`src/hw/dcc_pkg.sv`:
```
// Shared constants, field positions and carrier types of the channel control block.
package dcc_pkg;

  // ---------------------------------------------------------------------------
  // Geometry
  // ---------------------------------------------------------------------------
  localparam int          NUM_CHAN = 4;
  localparam int          CHAN_NUM = 1;
  localparam int          RANK_W   = 3;

  // ---------------------------------------------------------------------------
  // Register map: printed offsets, index is the low byte, byte address is 4 x index
  // ---------------------------------------------------------------------------
  localparam logic [31:0] OFS_SRC_LO  = 32'h5000_3610;
  localparam logic [31:0] OFS_SRC_HI  = 32'h5000_3612;
  localparam logic [31:0] OFS_DST_LO  = 32'h5000_3614;
  localparam logic [31:0] OFS_DST_HI  = 32'h5000_3616;
  localparam logic [31:0] OFS_THRESH  = 32'h5000_3618;
  localparam logic [31:0] OFS_LENGTH  = 32'h5000_361A;
  localparam logic [31:0] OFS_CONTROL = 32'h5000_361C;
  localparam logic [31:0] OFS_COUNTER = 32'h5000_361E;
  localparam logic [7:0]  IDX_SRC_LO  = OFS_SRC_LO[7:0];
  localparam logic [7:0]  IDX_SRC_HI  = OFS_SRC_HI[7:0];
  localparam logic [7:0]  IDX_DST_LO  = OFS_DST_LO[7:0];
  localparam logic [7:0]  IDX_DST_HI  = OFS_DST_HI[7:0];
  localparam logic [7:0]  IDX_THRESH  = OFS_THRESH[7:0];
  localparam logic [7:0]  IDX_LENGTH  = OFS_LENGTH[7:0];
  localparam logic [7:0]  IDX_CONTROL = OFS_CONTROL[7:0];
  localparam logic [7:0]  IDX_COUNTER = OFS_COUNTER[7:0];

  // ---------------------------------------------------------------------------
  // Control register fields and reset values
  // ---------------------------------------------------------------------------
  localparam int          CTL_RUN      = 0;
  localparam int          CTL_WIDTH    = 1;
  localparam int          CTL_IRQ_EN   = 3;
  localparam int          CTL_TRIG     = 4;
  localparam int          CTL_DST_STEP = 5;
  localparam int          CTL_SRC_STEP = 6;
  localparam int          CTL_CIRC     = 7;
  localparam int          CTL_RANK     = 8;
  localparam int          CTL_YIELD    = 11;
  localparam int          CTL_FILL     = 12;
  localparam int          CTL_SENSE    = 13;
  localparam logic [15:0] CTL_WMASK    = 16'h3FFF;
  localparam logic [15:0] RST_REG16    = 16'h0000;
  localparam logic [31:0] RST_REG32    = 32'h0000_0000;

  localparam logic [1:0]  WIDTH_1B     = 2'h0;
  localparam logic [1:0]  WIDTH_2B     = 2'h1;
  localparam logic [1:0]  WIDTH_4B     = 2'h2;

  // ---------------------------------------------------------------------------
  // Types
  // ---------------------------------------------------------------------------
  typedef logic [RANK_W-1:0] dcc_rank_t;

  typedef enum logic [2:0] {ST_IDLE, ST_WAIT_REQ, ST_ARB, ST_READ, ST_WRITE, ST_GAP} dcc_state_t;

  typedef struct packed {
    logic        cyc;
    logic        stb;
    logic        we;
    logic [31:0] adr;
    logic [3:0]  sel;
    logic [31:0] dat;
  } dcc_wb_req_t;

  typedef struct packed {
    logic        ack;
    logic [31:0] dat;
  } dcc_wb_rsp_t;

  typedef struct packed {
    logic        valid;
    logic        we;
    logic [1:0]  size;
    logic [31:0] addr;
    logic [31:0] wdata;
  } dcc_mst_req_t;

  typedef struct packed {
    logic        ack;
    logic [31:0] rdata;
  } dcc_mst_rsp_t;

endpackage

```
`src/hw/dcc_arbiter.sv`:
```
// Rank arbiter between the DMA channels with hold for a locked owner.
`timescale 1ns/100ps
module dcc_arbiter
  import dcc_pkg::*;
(
  input  wire logic                          mclk_in,
  input  wire logic                          resetn_in,
  input  wire logic [NUM_CHAN-1:0]           req_in,
  input  wire dcc_rank_t [NUM_CHAN-1:0]      rank_in,
  input  wire logic                          lock_in,
  output logic      [NUM_CHAN-1:0]           grant_out
);

  typedef struct packed {
    logic       held_v;
    logic [1:0] held_id;
  } dcc_arb_state_t;

  dcc_arb_state_t r_reg;
  dcc_arb_state_t r_next;
  logic [1:0]     win;
  logic           found;
  dcc_rank_t      best;

  // ---------------------------------------------------------------------------
  // Selection
  // ---------------------------------------------------------------------------
  always_comb begin
    found = 1'b0;
    best  = '0;
    win   = 2'h0;
    for (int i = 0; i < NUM_CHAN; i++) begin
      // Strict compare in ascending order keeps the lowest channel on a tie.
      if (req_in[i] && (!found || rank_in[i] > best)) begin
        found = 1'b1;
        best  = rank_in[i];
        win   = 2'(i);
      end
    end
    // A locked owner keeps the bus until it lets go.
    if (lock_in && r_reg.held_v && req_in[r_reg.held_id]) begin
      found = 1'b1;
      win   = r_reg.held_id;
    end
    grant_out      = found ? (NUM_CHAN'(1) << win) : '0;
    r_next.held_v  = found;
    r_next.held_id = win;
  end

  always_ff @(posedge mclk_in) begin
    if (!resetn_in) begin
      r_reg <= '0;
    end else begin
      r_reg <= r_next;
    end
  end
endmodule

```
`src/hw/dcc_channel.sv`:
```
// Control, sequencing and register file of one DMA channel.
`timescale 1ns/100ps
//
// Functional notes
// - Bit 13 picks level or rising-edge requests.
// - Fill mode fetches once, writes everywhere.
// - Untriggered fill transfer holds bus against other channels.
// - Yield clear copies back to back, blocks.
// - Yield set inserts wait cycle after store.
// - Request-triggered mode ignores the yield bit.
// - Higher three-bit rank wins the bus.
// - Equal rank goes to lowest channel number.
// - Non-circular stops at length, clears run.
// - Circular triggered keeps run, restarts index.
// - Source step adds 1, 2 or 4.
// - Destination step adds 1, 2 or 4.
// - Bit 4 chooses immediate or request start.
// - Interrupt only while its enable bit set.
// - Width field sets item size, 11 reserved.
// - Run bit enables, hardware clears at end.
// - Read-only index forms addresses, zeroed at end.
// - Transfer moves length value plus one items.
// - Interrupt when threshold equals index after item.
// - Start addresses split in 16-bit halves.
module dcc_channel
  import dcc_pkg::*;
(
  input  wire logic                     mclk_in,
  input  wire logic                     resetn_in,
  input  wire dcc_wb_req_t              wb_req_in,
  output dcc_wb_rsp_t                   wb_rsp_out,
  input  wire logic                     dreq_in,
  input  wire logic [NUM_CHAN-1:0]      peer_req_in,
  input  wire dcc_rank_t [NUM_CHAN-1:0] peer_rank_in,
  output dcc_mst_req_t                  mst_req_out,
  input  wire dcc_mst_rsp_t             mst_rsp_in,
  output logic                          bus_hold_out,
  output logic                          irq_out,
  output logic                          own_req_out,
  output dcc_rank_t                     own_rank_out
);

  // ---------------------------------------------------------------------------
  // State
  // ---------------------------------------------------------------------------
  typedef struct packed {
    dcc_state_t   st;
    logic [15:0]  src_lo;
    logic [15:0]  src_hi;
    logic [15:0]  dst_lo;
    logic [15:0]  dst_hi;
    logic [15:0]  thresh;
    logic [15:0]  len;
    logic [15:0]  ctrl;
    logic [15:0]  idx;
    logic [31:0]  data;
    dcc_mst_req_t mst;
    logic         req_s1;
    logic         req_s2;
    logic         req_s3;
    logic         req_pend;
    logic         irq;
    logic         wb_ack;
    logic [31:0]  wb_dat;
  } dcc_chan_state_t;

  dcc_chan_state_t r_reg;
  dcc_chan_state_t r_next;

  logic [NUM_CHAN-1:0]      req_all;
  dcc_rank_t [NUM_CHAN-1:0] rank_all;
  logic [NUM_CHAN-1:0]      grant;
  logic                     own_grant;
  logic                     arb_lock;
  logic                     req_rise;
  logic                     req_ready;
  logic                     wb_hit;
  logic                     item_done;
  logic                     last_item;
  logic [31:0]              src_start;
  logic [31:0]              dst_start;
  logic [31:0]              src_addr;
  logic [31:0]              dst_addr;
  logic [15:0]              wdat16;

  // ---------------------------------------------------------------------------
  // Helpers
  // ---------------------------------------------------------------------------
  // Reserved width code steps like a byte so the address never jumps oddly.
  function automatic logic [1:0] width_shift(input logic [1:0] w);
    return (w == WIDTH_4B) ? 2'h2 : ((w == WIDTH_2B) ? 2'h1 : 2'h0);
  endfunction

  function automatic logic [31:0] step_addr(input logic [31:0] base, input logic en,
                                            input logic [15:0] idx, input logic [1:0] w);
    return en ? base + ({16'h0000, idx} << width_shift(w)) : base;
  endfunction

  function automatic logic [15:0] lane_merge(input logic [15:0] old, input logic [15:0] nw,
                                             input logic [1:0] sel);
    return {sel[1] ? nw[15:8] : old[15:8], sel[0] ? nw[7:0] : old[7:0]};
  endfunction

  // ---------------------------------------------------------------------------
  // Arbitration
  // ---------------------------------------------------------------------------
  always_comb begin
    req_all           = peer_req_in;
    rank_all          = peer_rank_in;
    req_all[CHAN_NUM] = own_req_out;
    rank_all[CHAN_NUM] = own_rank_out;
  end

  dcc_arbiter u_arbiter (
    .mclk_in   (mclk_in),
    .resetn_in (resetn_in),
    .req_in    (req_all),
    .rank_in   (rank_all),
    .lock_in   (arb_lock),
    .grant_out (grant)
  );

  assign own_grant    = grant[CHAN_NUM];
  // A fill run keeps asking through its wait cycle, so no other channel slips in.
  assign own_req_out  = (r_reg.st == ST_ARB) || (r_reg.st == ST_READ) || (r_reg.st == ST_WRITE) ||
                        (r_reg.ctrl[CTL_FILL] && (r_reg.st == ST_GAP));
  assign own_rank_out = r_reg.ctrl[CTL_RANK +: RANK_W];
  // An item is never split; an untriggered fill run keeps the bus between items.
  assign arb_lock     = (r_reg.st == ST_READ) || (r_reg.st == ST_WRITE) ||
                        (r_reg.ctrl[CTL_FILL] && r_reg.ctrl[CTL_RUN] && r_reg.st != ST_IDLE);
  // Triggered mode disregards yield and so always blocks.
  assign bus_hold_out = own_grant && own_req_out && (r_reg.ctrl[CTL_TRIG] || !r_reg.ctrl[CTL_YIELD]);

  // ---------------------------------------------------------------------------
  // Request sensing and addresses
  // ---------------------------------------------------------------------------
  assign req_rise   = r_reg.req_s2 && !r_reg.req_s3;
  assign req_ready  = r_reg.ctrl[CTL_SENSE] ? r_reg.req_pend : r_reg.req_s2;
  assign wb_hit     = wb_req_in.cyc && wb_req_in.stb;
  assign item_done  = (r_reg.st == ST_WRITE) && mst_rsp_in.ack;
  assign last_item  = (r_reg.idx == r_reg.len);
  assign src_start  = {r_reg.src_hi, r_reg.src_lo};
  assign dst_start  = {r_reg.dst_hi, r_reg.dst_lo};
  assign src_addr   = step_addr(src_start, r_reg.ctrl[CTL_SRC_STEP], r_reg.idx, r_reg.ctrl[CTL_WIDTH +: 2]);
  assign dst_addr   = step_addr(dst_start, r_reg.ctrl[CTL_DST_STEP], r_reg.idx, r_reg.ctrl[CTL_WIDTH +: 2]);
  assign wdat16     = lane_merge(16'h0000, wb_req_in.dat[15:0], wb_req_in.sel[1:0]);

  // ---------------------------------------------------------------------------
  // Next state
  // ---------------------------------------------------------------------------
  always_comb begin
    r_next        = r_reg;
    r_next.irq    = 1'b0;
    r_next.req_s1 = dreq_in;
    r_next.req_s2 = r_reg.req_s1;
    r_next.req_s3 = r_reg.req_s2;

    case (r_reg.st)
      ST_IDLE: begin
        r_next.req_pend = 1'b0;
        if (r_reg.ctrl[CTL_RUN]) begin
          r_next.st = r_reg.ctrl[CTL_TRIG] ? ST_WAIT_REQ : ST_ARB;
        end
      end
      ST_WAIT_REQ: begin
        if (!r_reg.ctrl[CTL_RUN]) begin
          r_next.st = ST_IDLE;
        end else if (req_ready) begin
          r_next.req_pend = 1'b0;
          r_next.st       = ST_ARB;
        end
      end
      ST_ARB: begin
        if (!r_reg.ctrl[CTL_RUN]) begin
          r_next.st = ST_IDLE;
        end else if (own_grant) begin
          r_next.mst.valid = 1'b1;
          r_next.mst.size  = r_reg.ctrl[CTL_WIDTH +: 2];
          if (r_reg.ctrl[CTL_FILL] && r_reg.idx != 16'h0000) begin
            r_next.st        = ST_WRITE;
            r_next.mst.we    = 1'b1;
            r_next.mst.addr  = dst_addr;
            r_next.mst.wdata = r_reg.data;
          end else begin
            r_next.st       = ST_READ;
            r_next.mst.we   = 1'b0;
            r_next.mst.addr = src_addr;
          end
        end
      end
      ST_READ: begin
        if (mst_rsp_in.ack) begin
          r_next.data      = mst_rsp_in.rdata;
          r_next.st        = ST_WRITE;
          r_next.mst.we    = 1'b1;
          r_next.mst.addr  = dst_addr;
          r_next.mst.wdata = mst_rsp_in.rdata;
        end
      end
      ST_WRITE: begin
        if (mst_rsp_in.ack) begin
          r_next.mst.valid = 1'b0;
          r_next.mst.we    = 1'b0;
          // Compare before the index moves on.
          r_next.irq = r_reg.ctrl[CTL_IRQ_EN] && (r_reg.thresh == r_reg.idx);
          if (last_item) begin
            r_next.idx = 16'h0000;
            if (r_reg.ctrl[CTL_CIRC] && r_reg.ctrl[CTL_TRIG]) begin
              r_next.st = ST_WAIT_REQ;
            end else begin
              r_next.ctrl[CTL_RUN] = 1'b0;
              r_next.st            = ST_IDLE;
            end
          end else begin
            r_next.idx = r_reg.idx + 16'h0001;
            if (r_reg.ctrl[CTL_TRIG]) begin
              r_next.st = ST_WAIT_REQ;
            end else begin
              r_next.st = r_reg.ctrl[CTL_YIELD] ? ST_GAP : ST_ARB;
            end
          end
        end
      end
      ST_GAP: begin
        r_next.st = ST_ARB;
      end
      default: begin
        r_next.st = ST_IDLE;
      end
    endcase

    // Edges count only while running edge-sensed, so a stale edge cannot start a later run.
    // A fresh edge outranks the clear of the pending flag.
    if (req_rise && r_reg.ctrl[CTL_SENSE] && r_reg.ctrl[CTL_RUN]) begin
      r_next.req_pend = 1'b1;
    end

    // Register bus: read data is caught with ack, writes land on the acked edge.
    r_next.wb_ack = wb_hit && !r_reg.wb_ack;
    if (wb_hit && !r_reg.wb_ack) begin
      case (wb_req_in.adr[9:2])
        IDX_SRC_LO:  r_next.wb_dat = {16'h0000, r_reg.src_lo};
        IDX_SRC_HI:  r_next.wb_dat = {16'h0000, r_reg.src_hi};
        IDX_DST_LO:  r_next.wb_dat = {16'h0000, r_reg.dst_lo};
        IDX_DST_HI:  r_next.wb_dat = {16'h0000, r_reg.dst_hi};
        IDX_THRESH:  r_next.wb_dat = {16'h0000, r_reg.thresh};
        IDX_LENGTH:  r_next.wb_dat = {16'h0000, r_reg.len};
        IDX_CONTROL: r_next.wb_dat = {16'h0000, r_reg.ctrl & CTL_WMASK};
        IDX_COUNTER: r_next.wb_dat = {16'h0000, r_reg.idx};
        default:     r_next.wb_dat = RST_REG32;
      endcase
    end
    if (wb_hit && r_reg.wb_ack && wb_req_in.we) begin
      case (wb_req_in.adr[9:2])
        IDX_SRC_LO:  r_next.src_lo = lane_merge(r_reg.src_lo, wb_req_in.dat[15:0], wb_req_in.sel[1:0]);
        IDX_SRC_HI:  r_next.src_hi = lane_merge(r_reg.src_hi, wb_req_in.dat[15:0], wb_req_in.sel[1:0]);
        IDX_DST_LO:  r_next.dst_lo = lane_merge(r_reg.dst_lo, wb_req_in.dat[15:0], wb_req_in.sel[1:0]);
        IDX_DST_HI:  r_next.dst_hi = lane_merge(r_reg.dst_hi, wb_req_in.dat[15:0], wb_req_in.sel[1:0]);
        IDX_THRESH:  r_next.thresh = lane_merge(r_reg.thresh, wb_req_in.dat[15:0], wb_req_in.sel[1:0]);
        IDX_LENGTH:  r_next.len    = lane_merge(r_reg.len, wb_req_in.dat[15:0], wb_req_in.sel[1:0]);
        // Software write beats the hardware clear of the run bit in the same cycle.
        IDX_CONTROL: r_next.ctrl   = lane_merge(r_reg.ctrl, wdat16, wb_req_in.sel[1:0]) & CTL_WMASK;
        default: begin
        end
      endcase
    end
  end

  always_ff @(posedge mclk_in) begin
    if (!resetn_in) begin
      r_reg <= '0;
    end else begin
      r_reg <= r_next;
    end
  end

  // ---------------------------------------------------------------------------
  // Outputs
  // ---------------------------------------------------------------------------
  assign wb_rsp_out.ack = r_reg.wb_ack;
  assign wb_rsp_out.dat = r_reg.wb_dat;
  assign mst_req_out    = r_reg.mst;
  assign irq_out        = r_reg.irq;
endmodule

```
`config.mk`:
```
export PLATFORM = sky130hd
export DESIGN_NAME = dcc_channel
export DESIGN_NICKNAME = d
export VERILOG_FILES = /design/src/hw/dcc_pkg.sv /design/src/hw/dcc_arbiter.sv /design/src/hw/dcc_channel.sv
export SDC_FILE = /design/constraint.sdc
export NUM_CORES = 1
export LEC_CHECK = 0
export BUFFER_PORTS_ARGS = -buffer_cell sky130_fd_sc_hd__clkbuf_2
export CORE_MARGIN = 3
export CORE_UTILIZATION = 35
export CTS_BUF_LIST = sky130_fd_sc_hd__clkbuf_16
export DETAILED_ROUTE_END_ITERATION = 12
export GPL_TIMING_DRIVEN = 0
export PLACE_DENSITY = 0.59
export RECOVER_POWER = 50
export SLEW_MARGIN = 40
export SYNTH_ARGS = -nofsm -noshare
export SYNTH_HDL_FRONTEND = slang
export SYNTH_SLANG_ARGS = --single-unit
```
`constraint.sdc`:
```
create_clock -name mclk_in -period 13.2 [get_ports mclk_in]
set_clock_uncertainty 0.1 [all_clocks]
set_input_delay 1.32 -clock mclk_in [delete_from_list [all_inputs] [get_ports mclk_in]]
set_output_delay 1.32 -clock mclk_in [all_outputs]
set_load 0.01 [all_outputs]
```
Yosys cells after proc, flatten, opt, wreduce, memory -nomap -nowiden
Cells that the tools add are included.
{"block": "totals", "reg_bits": 270, "word_cells": 193, "inputBits": 123}
{"block": "op_classes", "muxes": 58, "eq_ne": 28, "n_reduce_logical": 66, "shift": 2, "addsub": 3, "order_cmp": 4}
{"operator": "$mux 68", "count": 2}
{"operator": "$mux 32", "count": 4}
{"operator": "$pmux 16 s8", "count": 1}
{"operator": "$pmux 64 s2", "count": 1}
{"operator": "$add 32x32->32", "count": 2}
{"operator": "$eq 8x5->1 const B", "count": 8}
{"operator": "$mux 64", "count": 1}
{"operator": "$reduce_and 3->1", "count": 17}
{"operator": "$mux 3", "count": 14}
{"operator": "$mux 17", "count": 2}
{"operator": "$eq 16x16->1", "count": 2}
{"operator": "$shl 16x2->32", "count": 1}
{"operator": "$logic_and 1x1->1", "count": 20}
{"operator": "$mux 1", "count": 20}
{"operator": "$pmux 3 s6", "count": 1}
{"operator": "$add 16x1->16 const B", "count": 1}
{"operator": "$mux 16", "count": 1}
{"operator": "$reduce_bool 16->1", "count": 1}
{"operator": "$ne 3x3->1 const B", "count": 5}
{"operator": "$reduce_and 5->1", "count": 3}
{"operator": "$mux 2", "count": 7}
{"operator": "$ne 2x2->1 const B", "count": 5}
{"operator": "$gt 3x3->1", "count": 3}
{"operator": "$logic_or 1x1->1", "count": 9}
{"operator": "17 further kinds", "count": 30}

Longest topological paths before layout
{"block": "depth", "word_depth": 20, "ltp_mapped": 26, "ltp_nobuf": 22}

Hierarchy
A second synthesis with hierarchy kept.
{"block": "unflattened", "hier_cells": 1965, "hier_area_um2": 16246.8}
{"mod": "dcc_channel", "cells_per_inst": 1896, "area_per_inst_um2": 15685.0, "instances": 1, "seq_area_each_um2": 5024.8}
{"mod": "dcc_arbiter", "cells_per_inst": 69, "area_per_inst_um2": 561.8, "instances": 1, "seq_area_each_um2": 60.1}

Least setup slack after synthesis
Ideal clock, no wire load.
{"block": "synth_path", "path_kind": "input-to-output", "from": "input peer_req_in[0]", "to": "output bus_hold_out", "cell_stages": 20, "n_path_buf": 2, "t_required_ns": 11.780, "setup_slack_ns": 6.722, "arrival_ns": 5.058, "cell_sequence": "clkbuf_1 > nand2_1 > ha_1 > a21oi_1 > o211ai_1 > and3_1 > buf_4 > nor2_1 > a21oi_1 > ha_1 > a21oi_1 > o21ai_0 > a32oi_4 > mux2_2 > ha_1 > nand3_1 > a32oi_1 > and2_1 > o21ai_0 > nor4_1"}
{"block": "synth_between", "elab_chain_len": 18, "elab_cells_between_ends": 31}
{"item": "start, declared", "line_no": "dcc_channel.sv:33", "rtl": "input wire logic [NUM_CHAN-1:0] peer_req_in,"}
{"item": "$mux 3 / $mux 1 (equally long branches)", "line_no": "dcc_arbiter.sv:34", "rtl": "if (req_in[i] && (!found || rank_in[i] > best)) begin"}
{"item": "$gt 3x3->1 / $logic_not 1->1 (equally long branches)", "line_no": "dcc_arbiter.sv:34"}
{"item": "$logic_or 1x1->1", "line_no": "dcc_arbiter.sv:34"}
{"item": "$logic_and 1x1->1", "line_no": "dcc_arbiter.sv:34"}
{"item": "$mux 3 / $mux 1 (equally long branches)", "line_no": "dcc_arbiter.sv:34"}
{"item": "$gt 3x3->1 / $logic_not 1->1 (equally long branches)", "line_no": "dcc_arbiter.sv:34"}
{"item": "$logic_or 1x1->1", "line_no": "dcc_arbiter.sv:34"}
{"item": "$logic_and 1x1->1", "line_no": "dcc_arbiter.sv:34"}
{"item": "$mux 3 / $mux 1 (equally long branches)", "line_no": "dcc_arbiter.sv:34"}
{"item": "$gt 3x3->1 / $logic_not 1->1 (equally long branches)", "line_no": "dcc_arbiter.sv:34"}
{"item": "$logic_or 1x1->1", "line_no": "dcc_arbiter.sv:34"}
{"item": "$logic_and 1x1->1", "line_no": "dcc_arbiter.sv:34"}
{"item": "$mux 2", "line_no": "dcc_arbiter.sv:34"}
{"item": "$mux 2", "line_no": "dcc_arbiter.sv:41", "rtl": "if (lock_in && r_reg.held_v && req_in[r_reg.held_id]) begin"}
{"item": "$shl 1x2->2", "line_no": "dcc_arbiter.sv:45", "rtl": "grant_out = found ? (NUM_CHAN'(1) << win) : '0;"}
{"item": "$mux 2 (*)", "line_no": "dcc_arbiter.sv:45"}
{"item": "$logic_and 1x1->1 (*) (2 in a row)", "line_no": "dcc_channel.sv:132", "rtl": "assign bus_hold_out = own_grant && own_req_out && (r_reg.ctrl[CTL_TRIG] || !r_reg.ctrl[CTL_YIELD]);"}
{"item": "end, declared", "line_no": "dcc_channel.sv:37", "rtl": "output logic bus_hold_out,"}
Every way passes the cells marked *; elsewhere a longest branch is shown, timed or not. The select of a mux whose other input is x is not followed.

Worst setup path in the final report
Same ends and word-level chain as after synthesis.

==> flow_summary.json <==
{
  "avgSynthCellArea_sq_um": 8.300,
  "violations": "capacitance limit, slew limit",
  "drcViolationCount": 0,
  "worstSetupStartpointType": "input pin",
  "r2r-end": "mst_req_out[37]",
  "synth_xor_area_share_pct": 4.794,
  "cts_tree": "done",
  "worstRegToRegCells": 22,
  "required_ns": 11.78,
  "vias": 15080,
  "setup_viol": 0,
  "drv_cap": 1,
  "ys_async_sr_fraction_pct": 0,
  "hold_end": "r_next[35]",
  "synth_compound_area_share_pct": 25.15,
  "hold_violations": 0,
  "period_minus_slack_ns": 7.232,
  "power.internal_w": 0.001441,
  "post-route-period-util_pct": 54.79,
  "hp-class": "reg2reg",
  "h-tree-depth": 1,
  "grt_usage_pct": 24.85,
  "worstSetupPathType": "in2out",
  "cp.arrival_ns": 5.81,
  "postRouteWirelength_mm": 60.89,
  "root_buffer": "clkbuf_16",
  "cp_max_fo": 9,
  "synthFlopType": "dfxtp_1",
  "power_frac_clock_pct": 46.3,
  "end_kind": "primary output",
  "cellPowerDensity_nw_per_um2": 111.6,
  "firstDrtPassIters": 5,
  "report.final.slew_viol_count": 10,
  "final_util_pct": 41.82,
  "die_y_um": 216.6,
  "synthMuxAreaShare_pct": 7.968,
  "gp_routability_congestion": 0.9439,
  "antenna_found_initial": 1,
  "io_pins": 230,
  "setup_tns_ns": 0,
  "p_total_w": 0.002028,
  "grt_pass1_vias": 14460,
  "cts_made_buffers": 31,
  "irDropWorstVdd_uv": 97.85,
  "die_area_sq_um": 46940,
  "ys_seq_area_share_pct": 32.74,
  "synthToLayoutAreaGrowth_pct": 17.02,
  "hp-start": "r_next[36]",
  "worst_pin_slew_ns": 1.919,
  "drt_iter0_drc": 1430,
  "fp-row-count": 76,
  "yosys_warnings": 0,
  "status": "finished with violations",
  "swShare_pct": 28.96,
  "seqPwrFrac_pct": 39.0,
  "synth-edff-count": 0,
  "synthAdderAreaFrac_pct": 4.206,
  "synth_top_family_by_area": "compound AO/OA/AOI/OAI gates",
  "final_nets": 2259,
  "syn_inst": 1871,
  "comb_power_share_pct": 14.7,
  "synth_seq_cells": 254,
  "rrSetupSlack_ns": 7.41,
  "cts_resized": 0,
  "dp_hpwl_mm": 46.62,
  "core_sq_um": 43460,
  "port_buffers": 163,
  "ys_types": 87,
  "slew_headroom_pct": -29.10,
  "yosys.area_share.simple_pct": 16.03,
  "clockBufferDepth": 3,
  "worst_hold_slack_ns": 0.3395,
  "fin_area_sq_um": 18170,
  "wl_per_cell_um": 22.60,
  "cts.sinks": 254,
  "final_layout_size_suffix_gt1_share_pct": 14.85,
  "overflow": 0,
  "largest_reg_flops": 128,
  "p_leak_nw": 6.652,
  "via_per_inst": 5.599,
  "rsz0062_at_grt": "no",
  "insertion_delay_ns": 0.60,
  "detail-route-antenna-nets": 0,
  "max_freq_mhz": 138.3,
  "clk_pin_slew_ns": 0.06,
  "post_dp_cell_area_sq_um": 17200,
  "start_util_pct": 35.74,
  "p_sw_w": 0.0005873,
  "hold_buffers": 0,
  "grt_max_degree": 17,
  "die_width_um": 216.6,
  "cts_setup_buffers": 0,
  "grt_pass1_wl_mm": 89.83,
  "r2r_start": "own_rank_out[2]",
  "fill_cells": 4507,
  "syn_area_sq_um": 15530,
  "whs_path_depth": 1
}
[layer usage]
metal	vias up	wire, um	track usage, %
met3	110	4417	3.575
li1	7081	-	-
met4	0	2314	9.236
met2	611	26970	39.44
met1	7282	27190	34.29
met5	-	0	0
[power groups by stage]
stage | logic, W | clock network [W] | registers, W
4_1_cts | 0.000297 | 0.000952 | 0.000790
6_report | 0.000298 | 0.000940 | 0.000790
5_1_grt | 0.000321 | 0.000978 | 0.000792
3_3_place_gp | 0.000289 | 0 | 0.000806
3_5_place_dp | 0.000295 | 0 | 0.000807
2_1_floorplan | 0.000186 | 0 | 0.000805
[metrics by stage]
| step | std cells | setup WS, ns |
|---|---|---|
| 2_1_floorplan | 1888 | 6.722 |
| 5_1_grt | 2694 | 5.725 |
| 6_report | 2694 | 5.968 |
| 4_1_cts | 2693 | 6.074 |
| 3_5_place_dp | 2637 | 6.081 |
| 3_3_place_gp | 2636 | 5.960 |
[worst max-delay path, stage by stage]
cell	delay, ns
clkbuf_1	0.28
nand2_1	0.14
ha_1	0.33
a21oi_1	0.16
o211ai_1	0.10
and3_1	0.19
buf_4	0.15
nor2_1	0.10
a21oi_1	0.06
ha_1	0.33
a21oi_1	0.18
o21ai_0	0.18
a32oi_4	0.34
o21ai_0	0.14
ha_1	0.33
a21oi_1	0.15
o21ai_0	0.13
a32oi_1	0.24
and2_1	0.19
o21ai_0	0.23
nor4_1	0.33
clkbuf_2	0.21
[kinds of logic after synthesis]
family / count (synthesis)
muxes: 122
xor gates and xnor gates: 85
buffers and inverters: 259
other: 1
DFF: 254
adders and majority gates: 51
AOI/OAI and AO/OA: 559
and+or+nand+nor: 540
[placed cells by master, fill, tap and decap left out, drive strengths merged, types with 7 or more instances in the layout]
master,instances
o211ai,24
o21ai,85
xnor2,45
o31ai,8
a21o,18
dfxtp,254
nand2,169
buf,123
nor3,20
a32o,19
clkinv,10
a22o,10
o21a,15
conb,18
clkbuf,309
nand3,39
nor2,182
ha,49
nand2b,22
a211oi,46
inv,24
a21oi,169
bufinv,7
or3,13
and3,15
and2,10
xor2,40
a41oi,12
mux2i,119
a22oi,86
nand4,16
nor4,12
nor2b,20
a31oi,11
[synth_stat cells, types with 6 or more instances]
master	number	area share, %
o211ai_1	23	1.1
o21bai_1	6	0.29
a32o_1	19	1.2
inv_1	20	0.48
mux2i_1	118	7.6
a211oi_2	30	2.4
xnor2_1	45	2.5
nor3_1	20	0.64
a21oi_1	168	5.4
buf_4	108	5.2
xor2_1	40	2.3
ha_1	49	3.9
dfxtp_1	254	33
a41oi_1	12	0.68
nand4_1	16	0.64
o31ai_1	7	0.34
buf_2	20	0.64
and2_1	10	0.40
a31oi_1	11	0.44
nor2b_1	20	0.81
clkbuf_1	103	2.5
nor4_1	11	0.44
nand2b_1	21	0.85
a22oi_1	86	4.2
nand2_1	169	4.1
a21o_1	18	0.87
a22o_1	10	0.56
nand3_1	39	1.3
o21a_1	13	0.63
o21ai_0	83	2.7
a211oi_1	16	0.77
or3_1	13	0.52
and3_1	15	0.60
nor2_1	181	4.4
[worst max-delay path by stage]
stage	slack, ns	startpoint	end
after floorplan	6.72	peer_req_in[0]	bus_hold_out
after global placement	5.96	peer_req_in[0]	mst_req_out[65]
after detailed placement	6.08	peer_req_in[0]	bus_hold_out
after CTS	6.07	peer_req_in[0]	bus_hold_out
after global routing	5.72	peer_req_in[0]	bus_hold_out
final	5.97	peer_req_in[0]	bus_hold_out
[cell type report]
class	instances	area, sq um	share of cell area [%]
Antenna cell	1	2.502	0.01377
Buffer	237	1321	7.270
Clock buffer	31	775.7	4.268
Clock inverter	25	337.8	1.859
Inverter	22	82.58	0.4544
Multi-Input combinational cell	1375	9121	50.19
Sequential cell	254	5085	27.98
Tap cell	585	732.0	4.028
Timing Repair Buffer	164	715.7	3.938
No activity file was read; power rests on OpenSTA's default activity.
